`src/rtl/cpa_pkg.sv`:
```
/*
 * Package for the coprocessor-absent and condition-failed sequencer:
 * handshake codes, vector addresses, register map and reset values.
 * Assumes a single core clock and AXI4-Lite register access.
 */
package cpa_pkg;
    // handshake codes shared with the coprocessor
    localparam logic [1:0] CPA_HS_ABSENT = 2'h0;
    localparam logic [1:0] CPA_HS_WAIT   = 2'h1;
    localparam logic [1:0] CPA_HS_GO     = 2'h2;
    localparam logic [1:0] CPA_HS_LAST   = 2'h3;

    localparam logic [31:0] CPA_UNDEF_VEC = 32'h0000_0004;
    localparam logic [31:0] CPA_WORD_STEP = 32'h0000_0004;
    localparam logic [31:0] CPA_PC_RESET  = 32'h0000_0000;

    // register byte offsets
    localparam logic [3:0] CPA_OFS_CTRL   = 4'h0;
    localparam logic [3:0] CPA_OFS_STATUS = 4'h4;
    localparam logic [3:0] CPA_OFS_COUNT  = 4'h8;
    localparam logic [3:0] CPA_OFS_PC     = 4'hC;

    // control field positions
    localparam int CPA_CTRL_WIDE_BIT   = 0;
    localparam int CPA_CTRL_CLRCNT_BIT = 1;
    localparam logic [31:0] CPA_CTRL_RESET = 32'h0000_0001;

    localparam logic [1:0] CPA_RESP_OKAY   = 2'h0;
    localparam logic [1:0] CPA_RESP_SLVERR = 2'h2;

    typedef enum logic [2:0] {
        CPA_IDLE,
        CPA_ABS_DEC,
        CPA_EXE_WAIT,
        CPA_VEC0,
        CPA_VEC1,
        CPA_VEC2
    } cpa_state_t;
endpackage : cpa_pkg

```
`src/rtl/cpa_seq.sv`:
```
/*
 * Core-side sequencer for coprocessor instructions that nobody accepts and
 * for instructions whose condition fails, with an AXI4-Lite register file.
 * Assumes the instruction issue strobes come from core logic on clk, and the
 * coprocessor handshake arrives from another block and is synchronised here.
 */
`timescale 1ns/1ps

// Summary of operation
// - unaccepted coprocessor instruction takes the undefined-instruction path to vector 0x4
// - coprocessor instructions issue only in 32-bit state; otherwise treated undefined
// - decode absent: one idle cycle pass high, then fetch 0x4, 0x8, 0xC pass low
// - execute absent: idle while wait, pass only first cycle, then fetch vectors
// - late abandon low and load/store side idle through both absent sequences
// - condition-failed instruction is not executed and takes exactly one cycle
// - condition-failed cycle fetches sequentially at pc+3i, load/store idle
module cpa_seq
    import cpa_pkg::*;
(
    input  wire logic        clk,                    // core clock
    input  wire logic        rst,                    // sync reset, high
    input  wire logic        fetched_word_valid,            // instruction enters execute
    input  wire logic        fetched_word_is_cp,            // it is a coprocessor op
    input  wire logic        cond_pass,              // its condition is met
    input  wire logic [31:0] pc_in,                  // current fetch address pc+3i
    input  wire logic [1:0]  cp_handshake_decode,    // coprocessor decode response
    input  wire logic [1:0]  cp_handshake_execute,   // coprocessor execute response
    input  wire logic [31:0] fetched_word,           // instruction bus data
    output logic [31:0]      fetch_addr,             // instruction address
    output logic             fetch_req_n,            // fetch request, low active
    output logic             fetch_sequential,       // sequential fetch
    output logic             load_store_req_n,       // data request, low active
    output logic             load_store_sequential,  // data sequential
    output logic [31:0]      load_store_addr,        // data address
    output logic             pass_flag,              // condition passed
    output logic             late_abandon_flag,      // late cancel
    output logic             seq_busy,               // sequencer holds issue
    output logic             undef_taken,            // one-cycle undefined entry
    input  wire logic [3:0]  s_axi_awaddr,           // write address
    input  wire logic        s_axi_awvalid,          // write address valid
    output logic             s_axi_awready,          // write address ready
    input  wire logic [31:0] s_axi_wdata,            // write data
    input  wire logic [3:0]  s_axi_wstrb,            // write strobes
    input  wire logic        s_axi_wvalid,           // write data valid
    output logic             s_axi_wready,           // write data ready
    output logic [1:0]       s_axi_bresp,            // write response
    output logic             s_axi_bvalid,           // write response valid
    input  wire logic        s_axi_bready,           // write response ready
    input  wire logic [3:0]  s_axi_araddr,           // read address
    input  wire logic        s_axi_arvalid,          // read address valid
    output logic             s_axi_arready,          // read address ready
    output logic [31:0]      s_axi_rdata,            // read data
    output logic [1:0]       s_axi_rresp,            // read response
    output logic             s_axi_rvalid,           // read valid
    input  wire logic        s_axi_rready            // read ready
);
    cpa_state_t  state_reg, state_next;
    logic [1:0]  hsd_s1_reg, hsd_reg, hse_s1_reg, hse_reg;
    logic [1:0]  hsd_prev_reg, hse_prev_reg, hsd_code_reg, hse_code_reg;
    logic [31:0] addr_reg, addr_next;
    logic        nreq_reg, nreq_next;
    logic        seq_reg, seq_next;
    logic        pass_reg, pass_next;
    logic        undef_reg;
    logic [31:0] ctrl_reg;
    logic [15:0] undef_cnt_reg, skip_cnt_reg;
    logic [31:0] last_word_reg;

    // handshakes come from another block; synchronise before use
    always_ff @(posedge clk) begin
        if (rst) begin
            hsd_s1_reg <= CPA_HS_ABSENT;
            hsd_reg    <= CPA_HS_ABSENT;
            hse_s1_reg <= CPA_HS_ABSENT;
            hse_reg    <= CPA_HS_ABSENT;
        end else begin
            hsd_s1_reg <= cp_handshake_decode;
            hsd_reg    <= hsd_s1_reg;
            hse_s1_reg <= cp_handshake_execute;
            hse_reg    <= hse_s1_reg;
        end
    end

    // a two-bit code can tear in the synchroniser (wait to go flips both bits);
    // a code is believed only once it reads the same on two edges in a row
    always_ff @(posedge clk) begin
        if (rst) begin
            hsd_prev_reg <= CPA_HS_ABSENT;
            hse_prev_reg <= CPA_HS_ABSENT;
            hsd_code_reg <= CPA_HS_ABSENT;
            hse_code_reg <= CPA_HS_ABSENT;
        end else begin
            hsd_prev_reg <= hsd_reg;
            hse_prev_reg <= hse_reg;
            if (hsd_reg == hsd_prev_reg) begin
                hsd_code_reg <= hsd_reg;
            end
            if (hse_reg == hse_prev_reg) begin
                hse_code_reg <= hse_reg;
            end
        end
    end

    wire wide_state  = ctrl_reg[CPA_CTRL_WIDE_BIT];
    wire issue       = fetched_word_valid && (state_reg == CPA_IDLE);
    wire cp_issue    = issue && cond_pass && fetched_word_is_cp;
    // outside 32-bit state a coprocessor op never reaches the coprocessor
    wire cp_undef    = cp_issue && !wide_state;
    wire dec_absent  = cp_issue && wide_state && (hsd_code_reg == CPA_HS_ABSENT);
    wire dec_wait    = cp_issue && wide_state && (hsd_code_reg == CPA_HS_WAIT);
    wire cond_fail   = issue && !cond_pass;
    wire exe_absent  = (hse_code_reg == CPA_HS_ABSENT);
    wire exe_done    = (hse_code_reg == CPA_HS_LAST) || (hse_code_reg == CPA_HS_GO);
    wire enter_vec   = (state_reg == CPA_ABS_DEC) || ((state_reg == CPA_EXE_WAIT) && exe_absent);

    always_comb begin
        state_next = state_reg;
        addr_next  = pc_in;
        nreq_next  = 1'b1;
        seq_next   = 1'b0;
        pass_next  = 1'b0;
        case (state_reg)
            CPA_IDLE: begin
                if (cond_fail) begin
                    nreq_next = 1'b0;
                    seq_next  = 1'b1;
                end else if (dec_absent || cp_undef) begin
                    state_next = CPA_ABS_DEC;
                    pass_next  = 1'b1;
                end else if (dec_wait) begin
                    state_next = CPA_EXE_WAIT;
                    pass_next  = 1'b1;
                end else if (issue) begin
                    nreq_next = 1'b0;
                    seq_next  = 1'b1;
                end
            end
            CPA_ABS_DEC: begin
                state_next = CPA_VEC0;
            end
            CPA_EXE_WAIT: begin
                // pass stays low after the first wait cycle
                if (exe_absent) begin
                    state_next = CPA_VEC0;
                end else if (exe_done) begin
                    state_next = CPA_IDLE;
                end
            end
            CPA_VEC0: begin
                state_next = CPA_VEC1;
            end
            CPA_VEC1: begin
                state_next = CPA_VEC2;
            end
            CPA_VEC2: begin
                state_next = CPA_IDLE;
            end
            default: begin
                state_next = CPA_IDLE;
            end
        endcase
        if (enter_vec) begin
            addr_next = CPA_UNDEF_VEC;
            nreq_next = 1'b0;
        end else if (state_next == CPA_VEC1 || state_next == CPA_VEC2) begin
            addr_next = addr_reg + CPA_WORD_STEP;
            nreq_next = 1'b0;
            seq_next  = 1'b1;
        end
    end

    always_ff @(posedge clk) begin
        if (rst) begin
            state_reg <= CPA_IDLE;
            addr_reg  <= CPA_PC_RESET;
            nreq_reg  <= 1'b1;
            seq_reg   <= 1'b0;
            pass_reg  <= 1'b0;
            undef_reg <= 1'b0;
        end else begin
            state_reg <= state_next;
            addr_reg  <= addr_next;
            nreq_reg  <= nreq_next;
            seq_reg   <= seq_next;
            pass_reg  <= pass_next;
            undef_reg <= enter_vec;
        end
    end

    assign fetch_addr            = addr_reg;
    assign fetch_req_n           = nreq_reg;
    assign fetch_sequential      = seq_reg;
    assign pass_flag             = pass_reg;
    // this block never drives data transfers or a late cancel
    assign load_store_req_n      = 1'b1;
    assign load_store_sequential = 1'b0;
    assign load_store_addr       = 32'h0000_0000;
    assign late_abandon_flag     = 1'b0;
    assign seq_busy              = (state_reg != CPA_IDLE);
    assign undef_taken           = undef_reg;

    // AXI4-Lite slave: one write and one read at a time
    logic        aw_got_reg, w_got_reg, bvalid_reg, rvalid_reg;
    logic [3:0]  awaddr_reg;
    logic [31:0] wdata_reg, rdata_reg;
    logic [3:0]  wstrb_reg;
    logic [1:0]  bresp_reg, rresp_reg;

    wire aw_hs   = s_axi_awvalid && !aw_got_reg && !bvalid_reg;
    wire w_hs    = s_axi_wvalid && !w_got_reg && !bvalid_reg;
    wire wr_fire = aw_got_reg && w_got_reg;
    wire wr_ctrl = wr_fire && (awaddr_reg == CPA_OFS_CTRL);
    wire wr_ok   = (awaddr_reg == CPA_OFS_CTRL);
    wire ar_hs   = s_axi_arvalid && !rvalid_reg;
    // one-hot read select keeps the response mux flat
    wire sel_ctrl   = (s_axi_araddr == CPA_OFS_CTRL);
    wire sel_status = (s_axi_araddr == CPA_OFS_STATUS);
    wire sel_count  = (s_axi_araddr == CPA_OFS_COUNT);
    wire sel_pc     = (s_axi_araddr == CPA_OFS_PC);
    wire rd_ok      = sel_ctrl || sel_status || sel_count || sel_pc;
    wire clr_cnt = wr_ctrl && wstrb_reg[0] && wdata_reg[CPA_CTRL_CLRCNT_BIT];
    wire [31:0] status_word = {24'h00_0000, 2'h0, hse_code_reg, hsd_code_reg, seq_busy, pass_reg};
    wire [31:0] rd_word = sel_ctrl   ? ctrl_reg :
                          sel_status ? status_word :
                          sel_count  ? {skip_cnt_reg, undef_cnt_reg} :
                          sel_pc     ? last_word_reg : 32'h0000_0000;

    always_ff @(posedge clk) begin
        if (rst) begin
            aw_got_reg <= 1'b0;
            w_got_reg  <= 1'b0;
            bvalid_reg <= 1'b0;
            awaddr_reg <= 4'h0;
            wdata_reg  <= 32'h0000_0000;
            wstrb_reg  <= 4'h0;
            bresp_reg  <= CPA_RESP_OKAY;
        end else begin
            if (aw_hs) begin
                aw_got_reg <= 1'b1;
                awaddr_reg <= s_axi_awaddr;
            end
            if (w_hs) begin
                w_got_reg <= 1'b1;
                wdata_reg <= s_axi_wdata;
                wstrb_reg <= s_axi_wstrb;
            end
            if (wr_fire) begin
                aw_got_reg <= 1'b0;
                w_got_reg  <= 1'b0;
                bvalid_reg <= 1'b1;
                bresp_reg  <= wr_ok ? CPA_RESP_OKAY : CPA_RESP_SLVERR;
            end else if (bvalid_reg && s_axi_bready) begin
                bvalid_reg <= 1'b0;
            end
        end
    end

    always_ff @(posedge clk) begin
        if (rst) begin
            rvalid_reg <= 1'b0;
            rdata_reg  <= 32'h0000_0000;
            rresp_reg  <= CPA_RESP_OKAY;
        end else if (ar_hs) begin
            rvalid_reg <= 1'b1;
            rdata_reg  <= rd_word;
            rresp_reg  <= rd_ok ? CPA_RESP_OKAY : CPA_RESP_SLVERR;
        end else if (rvalid_reg && s_axi_rready) begin
            rvalid_reg <= 1'b0;
        end
    end

    // only the wide bit of control is held on a write; clear bit self-clears
    always_ff @(posedge clk) begin
        if (rst) begin
            ctrl_reg <= CPA_CTRL_RESET;
        end else if (wr_ctrl && wstrb_reg[0]) begin
            ctrl_reg <= {31'h0000_0000, wdata_reg[CPA_CTRL_WIDE_BIT]};
        end
    end

    // counters saturate-free wrap; event in the clearing cycle still counts
    always_ff @(posedge clk) begin
        if (rst) begin
            undef_cnt_reg <= 16'h0000;
            skip_cnt_reg  <= 16'h0000;
            last_word_reg <= 32'h0000_0000;
        end else begin
            undef_cnt_reg <= clr_cnt ? {15'h0000, enter_vec} : undef_cnt_reg + {15'h0000, enter_vec};
            skip_cnt_reg  <= clr_cnt ? {15'h0000, cond_fail} : skip_cnt_reg + {15'h0000, cond_fail};
            if (issue) begin
                last_word_reg <= fetched_word;
            end
        end
    end

    assign s_axi_awready = aw_hs;
    assign s_axi_wready  = w_hs;
    assign s_axi_bvalid  = bvalid_reg;
    assign s_axi_bresp   = bresp_reg;
    assign s_axi_arready = ar_hs;
    assign s_axi_rvalid  = rvalid_reg;
    assign s_axi_rdata   = rdata_reg;
    assign s_axi_rresp   = rresp_reg;
endmodule : cpa_seq
```
`config.mk`:
```
export PLATFORM = sky130hd
export DESIGN_NAME = cpa_seq
export DESIGN_NICKNAME = d
export VERILOG_FILES = /design/src/rtl/cpa_pkg.sv /design/src/rtl/cpa_seq.sv
export SDC_FILE = /design/constraint.sdc
export NUM_CORES = 1
export LEC_CHECK = 0
export ABC_AREA = 0
export CAP_MARGIN = 20
export CORE_ASPECT_RATIO = 2
export CORE_MARGIN = 5
export CORE_UTILIZATION = 57
export CTS_CLUSTER_SIZE = 8
export DETAILED_ROUTE_END_ITERATION = 6
export DONT_BUFFER_PORTS = 1
export PLACE_DENSITY = 0.84
export SLEW_MARGIN = 10
export SYNTH_ARGS = -nofsm -noshare
export SYNTH_HDL_FRONTEND = slang
export SYNTH_SLANG_ARGS = --single-unit
```
`constraint.sdc`:
```
create_clock -name clk -period 2.18 [get_ports clk]
set_clock_uncertainty 0.05 [all_clocks]
set_input_delay 0.327 -clock clk [delete_from_list [all_inputs] [get_ports clk]]
set_output_delay 0.327 -clock clk [all_outputs]
set_load 0.02 [all_outputs]
```
---- Word level (Yosys, flattened, before mapping) ----
Cells that the tools add are included.
word-level totals
  register bits ........................... 167
  bits of input ports ..................... 122
  output and inout port bits .............. 113
  word-level logic and storage cells ...... 130
operators by class
  $add $sub $neg .......................... 3
  equal/unequal tests ..................... 14
  mux-type cells .......................... 36
  bitwise logic cells ..................... 1
  reduce and logical (&&, ||, !) cells .... 45
operators by type and width
  kind                                           number
  two-way mux 32 bit                             5
  adder 16 x 1 -> 16 bit                         2
  adder 32 x 3 -> 32 bit, second input constant  1
  two-way mux 1 bit                              22
  logical AND 1 bit                              20
  two-way mux 3 bit                              6
  case mux 3 bit (5 select lines)                1
  == test 3 bit, second input constant           3
  == test 4 bit, second input constant           2
  zero test 4 bit                                2
  logical OR 1 bit                               7
  == test 3 x 2 -> 1 bit, second input constant  2
  zero test 1 bit                                6
  OR reduction 2 bit                             3
  == test 2 bit                                  2
  == test 2 bit, second input constant           2
  == test 4 x 3 -> 1 bit, second input constant  1
  zero test 2 bit                                2
  two-way mux 2 bit                              2
  nonzero test 2 bit                             2
  == test 3 x 1 -> 1 bit, second input constant  1
  zero test 3 bit                                1
  nonzero test 3 bit                             1
  OR reduction 3 bit                             1
  other kinds (2)                                2

---- Longest topological paths before layout ----
Gate-level depths: netlist (run 1).
  depth after elaboration ................. 14
  depth in mapped cells ................... 10
  depth with buffers taken out ............ 10

---- Worst setup path before layout (run 1) ----
OpenSTA, ideal clock, no wires.
  path type ............................... flip-flop to flip-flop
  from .................................... register state_reg[0]
  to ...................................... register skip_cnt_reg[12]
  library setup time ...................... 0.115 ns
  arrival ................................. 1.902 ns
  path slack .............................. 0.114 ns
  cell stages (with the launch flop) ...... 10
  path buffers ............................ 0
  path through ............................ dfxtp_1 nor3_1 nand2_1 nor2_1 ha_1 ha_1 nand4_1 nor2_1 xnor2_1 nor2_1
between the ends
  cells in the longest elaborated chain, start to end .. 4
RTL lines
  element                 line            RTL
  start, declared         cpa_seq.sv:57   cpa_state_t state_reg, state_next;
  start signal, assigned  cpa_seq.sv:181  state_reg <= state_next;
  zero test 3 bit         cpa_seq.sv:105  wire issue = fetched_word_valid && (state_reg == CPA_IDLE);
  logical AND 1 bit       cpa_seq.sv:105
  logical AND 1 bit       cpa_seq.sv:111  wire cond_fail = issue && !cond_pass;
  adder 16 x 1 -> 16 bit  cpa_seq.sv:289  skip_cnt_reg <= clr_cnt ? {15'h0000, cond_fail} : skip_cnt_reg + {15'h0000, cond_fail};
  end signal, assigned    cpa_seq.sv:289
  end, declared           cpa_seq.sv:66   logic [15:0] undef_cnt_reg, skip_cnt_reg;
Every way passes these cells.
A chain may end at the register's enable or synchronous reset.

---- Final worst setup path (run 1) ----
  from .................................... register hse_code_reg[1]
  to ...................................... register undef_cnt_reg[11]
between the ends
  cells in the longest elaborated chain, start to end .. 4
RTL lines
  element                 line            RTL
  start, declared         cpa_seq.sv:59   logic [1:0] hsd_prev_reg, hse_prev_reg, hsd_code_reg, hse_code_reg;
  start signal, assigned  cpa_seq.sv:99   hse_code_reg <= hse_reg;
  zero test 2 bit         cpa_seq.sv:112  wire exe_absent = (hse_code_reg == CPA_HS_ABSENT);
  logical AND 1 bit       cpa_seq.sv:114  wire enter_vec = (state_reg == CPA_ABS_DEC) || ((state_reg == CPA_EXE_WAIT) && exe_absent);
  logical OR 1 bit        cpa_seq.sv:114
  via enter_vec           cpa_seq.sv:114
  adder 16 x 1 -> 16 bit  cpa_seq.sv:288  undef_cnt_reg <= clr_cnt ? {15'h0000, enter_vec} : undef_cnt_reg + {15'h0000, enter_vec};
  end signal, assigned    cpa_seq.sv:288
  end, declared           cpa_seq.sv:66
The timed path passes the listed nets, and every way through them passes these cells.

==> flow_metrics.tcl, run 1 <==
set metrics [dict create \
    status "finished, final reports clean" \
    fin_ws_ns 0.09688 \
    worstSkewPairLatency_ns 0.42 \
    yosysTopAreaCell "dfxtp_1" \
    first_pass_iters 5 \
    relSlewSlack 0.3555 \
    die_w_um 89.75 \
    grt_pass1_vias 6072 \
    postLayoutCellArea_sq_um 8446 \
    synth-main-ff-cell "dfxtp_1" \
    synthTopCellsByArea "dfxtp_1 (46%), nor2_1 (5.5%), nand2_1 (4.8%)" \
    cp_num_buf_inv 2 \
    fillers 1005 \
    seq_power_share 0.444 \
    power.density_nw_per_um2 976.5 \
    combPwrFrac 0.196 \
    yosys.area.top_type_share 0.4556 \
    grt_overflow 0 \
    fmax_ghz 0.4800 \
    dieArea_sq_um 15210 \
    worst_setup_path_start_kind "flip-flop" \
    place.port_buffers 0 \
    internal-power_uw 5624 \
    ys_top_cells_by_count "dfxtp_1 (165), nor2_1 (106), nand2_1 (93), a21oi_1 (60), buf_4 (38)" \
    viasPerCell 5.704 \
    cp_top_family "simple AND/OR/NAND/NOR gates" \
    synth_top_family_by_area "simple AND/OR/NAND/NOR gates" \
    ys_seq_area_frac 0.4556 \
    setup_violations 0 \
    layout-drive-gt1-share 0.1226 \
    synthArstFlopShare 0 \
    yosys.area_share.adder 0.008630 \
    slowest_stage "dfxtp_1" \
    grt_use_total 0.2437 \
    path_clk_slew_ns 0.07 \
    cts_sinks 165 \
    netlist_instances 817 \
    cts_buffers 17 \
    synth_xor_area_frac 0.07249 \
    drv_cap 0 \
    worstPathArrival_ns 2.33 \
    final_max_slew_viol_count 0 \
    clockPowerShare 0.361 \
    yosysWarnings 0 \
    hp-class "in2reg" \
    period_needed_ns 2.083 \
    crit_type "reg2reg" \
    drcViolationCount 0 \
    yosys.area_share.simple 0.2080 \
    cts_tree "built" \
    post_drt_wl_per_cell_um 18.09 \
    synthMuxAreaShare 0.02434 \
    dp_hpwl_mm 13.14 \
    root_buffer "clkbuf_16" \
    synth_compound_area_frac 0.1555 \
    fin_nets 995 \
    hold_viol 0 \
    syn2layout_area_growth_pct 16.50 \
    yosysUniqueCellTypes 55 \
    grt_max_degree 95 \
    syn_area_sq_um 7249 \
    num_io_pins 235 \
    crit_path_end_kind "flip-flop" \
    drtIter0Drc 305 \
    rsz0062_at_grt "yes" \
    cts_buffer_depth 2 \
    place.gp.congestion 0.8462 \
    p_leak_uw 0.003326 \
    switchingPower_uw 2623 \
    slowest_delay_ns 0.36 \
    final_core_util 0.6727 \
    swShare 0.3181 \
    rows 58 \
    ys_seq_elements 165 \
    grt_pass1_wl_mm 30.44 \
    required_ns 2.43 \
    yosysMostFrequentCell "dfxtp_1" \
    peakVddDrop_uv 1143 \
    core_area_sq_um 12550 \
    dpl_cell_area_sq_um 7408 \
    ant_nets 0 \
    crit_chain "nor4b_4 -> o21bai_2 -> inv_1 -> ha_2 -> nand2_1 -> nor3_1 -> buf_4 -> and3_1 -> xnor2_1 -> nor2_1" \
    synth_edf_count 0 \
    worstMarginPinSlew_ns 0.9667 \
    insertedDiodeCount 0 \
    post-route-period-util 0.9556 \
    htreeDepth 4 \
    power.total_uw 8247 \
    syn_avg_cell_area_sq_um 8.873 \
    dr_total_vias 5881 \
    critical_path.max_fanout 4 \
    start_util 0.5774 \
    antenna_found_initial 0 \
    wl_mm 18.65 \
    dp_worst_setup_slack_ns -0.02984 \
    die_h_um 169.5 \
]
## metal layers
layer / track usage / wire length [um] / vias up
met5: 0 / 0 / -
met3: 0.06699 / 1329 / 33
met2: 0.4761 / 10730 / 202
met4: 0.08421 / 408 / 0
li1: - / - / 2835
met1: 0.2404 / 6179 / 2811
## logic make-up (layout without fill, tap and decap cells)
family / Yosys count / after routing
and+or+nand+nor: 304 / 304
AOI/OAI and AO/OA: 170 / 170
other: 2 / 37
buffers and inverters: 95 / 124
DFF: 165 / 165
xor gates and xnor gates: 60 / 60
muxes: 16 / 16
adders and majority gates: 5 / 5
## cell usage in the layout (no fill, tap or decap), types with 2 or more instances in the layout
cell type	instances
nor3_2	2
a211oi_1	5
mux2i_1	12
a22o_1	4
nor3_4	2
ha_1	2
ha_2	3
nand2b_1	10
nor4_4	2
a21o_1	5
a22oi_1	36
nand2_1	93
a21oi_1	60
nor2_1	105
nor3_1	8
nand3_1	21
nand4_4	2
nor3b_2	2
o21ai_0	23
nand4_1	13
buf_4	39
clkbuf_16	17
a2bb2oi_1	26
o2bb2ai_1	4
inv_8	4
clkinvlp_4	3
inv_1	14
dlygate4sd3_1	36
inv_6	5
conb_1	37
dfxtp_2	2
xor2_1	37
and3_1	12
mux2_2	3
nor2_2	2
dfxtp_1	163
nor2b_1	14
xnor2_1	23
and4_1	2
## stage by stage
stage / setup TNS (ns) / instances / hold slack, ns
global route: -0.02883 / 1031 / 0.002383
CTS: 0 / 1030 / 0.00004530
finish: 0 / 1031 / 0.01158
global placement: -1.502 / 960 / 0.3589
detailed placement: -0.09694 / 961 / 0.3601
floorplan: 0 / 852 / 0.3638
## worst paths after layout
kind | slack (ns) | cells past startpoint | endpoint | startpoint
max | 0.1 | 10 | undef_cnt_reg[11] | hse_code_reg[1]
min | 0.01 | 2 | awaddr_reg[2] | s_axi_awaddr[2]
max reg2reg | 0.1 | 10 | undef_cnt_reg[11] | hse_code_reg[1]
min reg2reg | 0.39 | 1 | hse_reg[1] | hse_s1_reg[1]
## cell type report
cell class	count	area [sq um]	share of cell area
Clock buffer	18	439.2	0.05200
Inverter	14	52.55	0.006222
Clock inverter	14	157.7	0.01867
Multi-Input combinational cell	592	3591	0.4252
Timing Repair Buffer	78	711.9	0.08430
Tap cell	150	187.7	0.02222
Sequential cell	165	3306	0.3914
## power groups by stage
stage | sequential (uW) | combinational, uW | clock [uW]
2_1_floorplan | 3800 | 949 | 0
3_3_place_gp | 3700 | 1420 | 0
3_5_place_dp | 3710 | 1470 | 0
4_1_cts | 3650 | 1590 | 3030
5_1_grt | 3700 | 1780 | 3190
6_report | 3660 | 1610 | 2980
## what timing repair did
item,in CTS,in global routing
endpoints found under the setup margin,4,16
hold buffers,37,0
gates resized for setup,3,9
buffers inserted,0,1
endpoints found under the hold margin,107,0
pin swaps,0,2
Power figures use the tool's default switching activity.
==> run 2, diff against run 1 <==
ABC_AREA = 1   (was 0)
==> run 2 against run 1 <==
Routed wire length grew 9.3%. Area after synthesis is 6.8% higher. Critical path depth increased by 4. Hold slack worse by 0.0035 ns. Total power decreased by 2.8%. Maximum frequency rose by 2.2%. Die area is 6.2% higher. Cell count increased by 28%. Critical path type unchanged. Largest cell class unchanged. Largest power group unchanged.
==> flow_metrics.tcl, run 2 <==
set metrics [dict create \
    cts_buffer_depth 2 \
    grt_pass1_vias 7045 \
    ant_nets 0 \
    htreeDepth 4 \
    rows 60 \
    die_h_um 174.8 \
    grt_use_total 0.2511 \
    start_util 0.5763 \
    yosysUniqueCellTypes 31 \
    syn_avg_cell_area_sq_um 6.889 \
    fin_tns_setup_ns 0 \
    num_io_pins 235 \
    multiInputGateArea_sq_um 3575 \
    worst_setup_path_start_kind "flip-flop" \
    hp-class "in2reg" \
    relSlewSlack 0.6131 \
    insertedDiodeCount 0 \
    syn_area_sq_um 7744 \
    synth_edf_count 0 \
    first_pass_iters 5 \
    ff_latch_area_sq_um 3303 \
    synthArstFlopShare 0 \
    required_ns 2.43 \
    crit_type "reg2reg" \
    worstRegToRegCells 14 \
    place.gp.congestion 1.004 \
    final_common_cell "nand2_1" \
    cts_setup_buffers 0 \
    post-route-period-util 0.9351 \
    dr_total_vias 7165 \
    syn2layout_area_growth_pct 11.84 \
    r2r_slack_ns 0.14 \
    drtIter0Drc 375 \
    min_to "fetch_addr[14]" \
    core_area_sq_um 13440 \
    power.total_uw 8013 \
    peakVddDrop_uv 638.7 \
    antenna_found_initial 0 \
    drv_cap 0 \
    yosys.area.top_type_share 0.4266 \
    drcViolationCount 0 \
    layout-drive-gt1-share 0.08017 \
    p_leak_uw 0.003345 \
    cts_sinks 165 \
    rsz0062_at_grt "no" \
    viasPerCell 5.449 \
    cts_tree "built" \
    setup_violations 0 \
    worstMarginPinSlew_ns 0.5804 \
    worstSkewPairLatency_ns 0.42 \
    dieArea_sq_um 16160 \
    yosysWarnings 0 \
    rr_endpoint "skip_cnt_reg[14]" \
    wl_mm 20.38 \
    fillers 1186 \
    grt_pass1_wl_mm 32.59 \
    die_w_um 92.42 \
    dp_hpwl_mm 15.19 \
    most-common-layout-cells "nand2_1 (257), dfxtp_1 (165), inv_1 (141)" \
    place.port_buffers 0 \
    grt_overflow 0 \
    ys_top_cells_by_count "nand2_1 (257), dfxtp_1 (165), inv_1 (141), nor2_1 (130), a21oi_1 (107)" \
    hold_viol 0 \
    synth-main-ff-cell "dfxtp_1" \
    post_drt_wl_per_cell_um 15.50 \
    period_needed_ns 2.039 \
    fmax_ghz 0.4905 \
    ys_seq_elements 165 \
    root_buffer "clkbuf_16" \
    power.density_nw_per_um2 925.2 \
    worstHoldStart "pc_in[14]" \
    timing.rr.start "state_reg[0]" \
    synthTopCellsByArea "dfxtp_1 (43%), nand2_1 (12%), a21oi_1 (6.9%)" \
    netlist_instances 1124 \
    min_path_cells 2 \
    worstPathArrival_ns 2.29 \
    crit_path_end_kind "flip-flop" \
    yosysMostFrequentCell "nand2_1" \
    path_clk_slew_ns 0.07 \
    grt_max_degree 62 \
    yosysTopAreaCell "dfxtp_1" \
    final_max_slew_viol_count 0 \
    ys_seq_area_frac 0.4266 \
    fin_nets 1275 \
    status "finished, final reports clean" \
    critical_path.max_fanout 4 \
    cts_buffers 17 \
]
run 2: critical path, cell delays in order (launching register included):
cell and delay, ns:
dfxtp_1 0.34, nor2_2 0.15, inv_2 0.05, nor2_4 0.08
nand2_2 0.06, nor2_2 0.13, ha_2 0.21, ha_2 0.22
inv_1 0.07, nor2_2 0.14, inv_1 0.10, nor2_4 0.11
nand3_1 0.08, nand2_1 0.09, a21oi_1 0.05
run 2: layout make-up:
class	instances	area share
Clock buffer	17	0.04912
Inverter	149	0.06458
Timing Repair Buffer	46	0.04825
Sequential cell	165	0.3814
Tap cell	155	0.02239
Multi-Input combinational cell	769	0.4127
Clock inverter	14	0.02153
run 2: logic make-up (layout without fill, tap and decap cells):
| family | after synthesis | after routing | share of synthesized area |
|---|---|---|---|
| AOI/OAI and AO/OA | 208 | 208 | 0.1433 |
| buffers and inverters | 225 | 226 | 0.1314 |
| other | 2 | 37 | 0.0009698 |
| and+or+nand+nor | 501 | 501 | 0.2694 |
| xor gates and xnor gates | 18 | 18 | 0.02036 |
| adders and majority gates | 5 | 5 | 0.008079 |
| DFF | 165 | 165 | 0.4266 |
run 2: per-layer routing:
metal	share of wire	up-vias	track usage
li1	-	3565	-
met1	0.33	3282	0.2337
met2	0.54	246	0.4750
met3	0.071	72	0.06549
met4	0.054	0	0.1483
met5	0	-	0
run 2: how the worst max path moves through the flow:
stage	startpoint	end	slack (ns)	cells after the start
global route	state_reg[0]	skip_cnt_reg[14]	0.003	14
detailed placement	state_reg[0]	skip_cnt_reg[14]	0.04	14
finish	state_reg[0]	skip_cnt_reg[14]	0.14	14
CTS	state_reg[0]	skip_cnt_reg[14]	0.04	14
floorplan	state_reg[0]	skip_cnt_reg[6]	0.05	13
global placement	state_reg[0]	skip_cnt_reg[14]	0.12	14
run 2: through the flow:
step | cells | worst slack [ns] | instance area, sq um | utilization | hold WS [ns]
floorplan | 1159 | 0.04915 | 7875 | - | 0.3383
global placement | 1267 | 0.1217 | 7844 | 0.5837 | 0.3454
detailed placement | 1267 | 0.04238 | 7844 | 0.5837 | 0.3491
CTS | 1314 | 0.04048 | 8633 | 0.6425 | 0.001207
global route | 1315 | 0.003476 | 8661 | 0.6445 | 0.007516
finish | 1315 | 0.1414 | 8661 | 0.6445 | 0.008105
run 2: repair_timing:
action | 4_1_cts | 5_1_grt
hold buffers | 16 | 1
hold endpoints to repair | 63 | 1
endpoints found under the setup margin | 0 | 3
gates resized for setup | 0 | 6
run 2: power by group:
part	switching, uW	total [uW]	internal, uW
clock network	1280	3120	1840
registers	365	3670	3310
logic	812	1230	414
==> run 3, diff against run 2 <==
CORE_MARGIN = 4   (was 5)
HOLD_SLACK_MARGIN = 0.1   (was not set)
==> run 3 against run 2 <==
Routed wire length grew 8.2%. Design area grew 6.5%. Setup slack gained 0.0065 ns. Global-route usage grew 3.2 points. Total power is essentially flat. Sequential power is essentially flat. Hold slack gained 0.11 ns. Critical path type unchanged. Largest cell class unchanged. Highest routed layer unchanged.
==> flow_metrics.tcl, run 3 (same netlist as run 2, synthesis figures left out) <==
set metrics [dict create \
    grt_use_total 0.2831 \
    required_ns 2.43 \
    dieArea_sq_um 15630 \
    fin_hold_ws_ns 0.1162 \
    num_io_pins 235 \
    fmax_ghz 0.4921 \
    hold_viol 0 \
    grt_max_degree 62 \
    seq_power_share 0.457 \
    final_common_cell "nand2_1" \
    worst_setup_path_start_kind "flip-flop" \
    crit_path_end_kind "flip-flop" \
    most-common-layout-cells "nand2_1 (257), dfxtp_1 (165), inv_1 (141)" \
    first_pass_iters 7 \
    combPwrFrac 0.172 \
    core_area_sq_um 13360 \
    grt_pass1_vias 7782 \
    cts_tree "built" \
    cts_sinks 165 \
    syn2layout_area_growth_pct 19.08 \
    final_core_util 0.6901 \
    drv_cap 0 \
    fillers 1079 \
    peakVddDrop_uv 678.4 \
    die_w_um 90.42 \
    hp-class "in2reg" \
    path_common_cell "nor2_2" \
    swShare 0.3101 \
    internal-power_uw 5523 \
    rows 60 \
    setup_violations 0 \
    start_util 0.5795 \
    power.density_nw_per_um2 868.2 \
    dp_hpwl_mm 15.08 \
    rsz0062_at_grt "yes" \
    place.gp.congestion 1.001 \
    cp_top_family "simple AND/OR/NAND/NOR gates" \
    cts_buffers 17 \
    die_h_um 172.8 \
    crit_type "reg2reg" \
    critical_path.max_fanout 4 \
    grt_pass1_wl_mm 35.98 \
    path_clk_slew_ns 0.06 \
    drtIter0Drc 389 \
    layout-drive-gt1-share 0.07471 \
    viasPerCell 5.582 \
    crit_chain "nor2_2 -> inv_2 -> nor2_4 -> nand2_2 -> nor2_2 -> ha_2 -> nand2_1 -> nor2_2 -> nand2_1 -> nor2_1 -> xor2_1 -> nor2_1" \
    p_leak_uw 0.003569 \
    dr_total_vias 7669 \
    relSlewSlack 0.6128 \
    root_buffer "clkbuf_16" \
    grt_overflow 0 \
    worstMarginPinSlew_ns 0.5808 \
    fin_nets 1333 \
    cts_buffer_depth 2 \
    status "finished, final reports clean" \
    slowest_stage "dfxtp_1" \
    switchingPower_uw 2482 \
    slowest_delay_ns 0.33 \
    period_needed_ns 2.032 \
    post_drt_wl_per_cell_um 16.05 \
    final_max_slew_viol_count 0 \
    ant_nets 0 \
    worstPathArrival_ns 2.28 \
    place.port_buffers 0 \
    clockPowerShare 0.371 \
    worstSkewPairLatency_ns 0.42 \
    antenna_found_initial 0 \
    wl_mm 22.06 \
    htreeDepth 4 \
    post-route-period-util 0.9321 \
    cp_num_buf_inv 1 \
    drcViolationCount 0 \
]
[run 3: through the flow]
stage | instances | power (uW) | setup TNS (ns) | cell area (sq um) | worst slack (ns)
after floorplan | 1159 | 4636 | 0 | 7875 | 0.04915
after global placement | 1266 | 4868 | 0 | 7836 | 0.1292
after detailed placement | 1266 | 4909 | 0 | 7836 | 0.08840
after CTS | 1373 | 7995 | 0 | 9199 | 0.08163
after global routing | 1373 | 8362 | -0.01706 | 9219 | -0.01706
final | 1374 | 8006 | 0 | 9221 | 0.1479
[run 3: area by class of cell]
class	instances	area (sq um)	area share
Inverter	149	559.3	0.06065
Clock buffer	18	439.2	0.04763
Timing Repair Buffer	104	1001	0.1085
Clock inverter	13	145.1	0.01574
Tap cell	155	193.9	0.02103
Multi-Input combinational cell	769	3577	0.3879
Antenna cell	1	2.502	0.0002714
Sequential cell	165	3303	0.3582
[run 3: power groups by stage]
stage	Sequential (uW)	Clock, uW	Combinational, uW
after floorplan	3690	0	945
after global placement	3710	0	1160
after detailed placement	3710	0	1200
after CTS	3650	3010	1340
after global routing	3680	3140	1540
final	3660	2970	1380
[run 3: worst reg2reg max path, stage by stage (launching register included)]
cell     delay (ns)
dfxtp_1        0.33
nor2_2         0.15
inv_2          0.06
nor2_4         0.08
nand2_2        0.06
nor2_2         0.13
ha_2           0.23
nand2_1        0.12
nor2_2         0.17
nand2_1        0.13
nor2_1         0.19
xor2_1         0.17
nor2_1         0.05
[run 3: repair_timing]
item | CTS | global route
hold buffers | 76 | 0
endpoints found under the setup margin | 0 | 3
buffers inserted | 0 | 0
gates resized for setup | 0 | 5
endpoints found under the hold margin | 120 | 0
[run 3: final timing paths]
kind	from	endpoint	slack, ns	depth (start not counted)
setup / recovery	state_reg[0]	skip_cnt_reg[9]	0.15	12
hold / removal	fetched_word[20]	last_word_reg[20]	0.12	2
setup reg to reg	state_reg[0]	skip_cnt_reg[9]	0.15	12
hold reg to reg	hse_s1_reg[1]	hse_reg[1]	0.35	2
[run 3: routing by layer]
metal / wire length, um / vias to the layer above / track usage / share of wire
li1: - / 3684 / - / -
met1: 7327 / 3520 / 0.2697 / 0.33
met2: 11850 / 355 / 0.5292 / 0.54
met3: 1523 / 110 / 0.06922 / 0.069
met4: 1361 / 0 / 0.1803 / 0.062
met5: 0 / - / 0 / 0
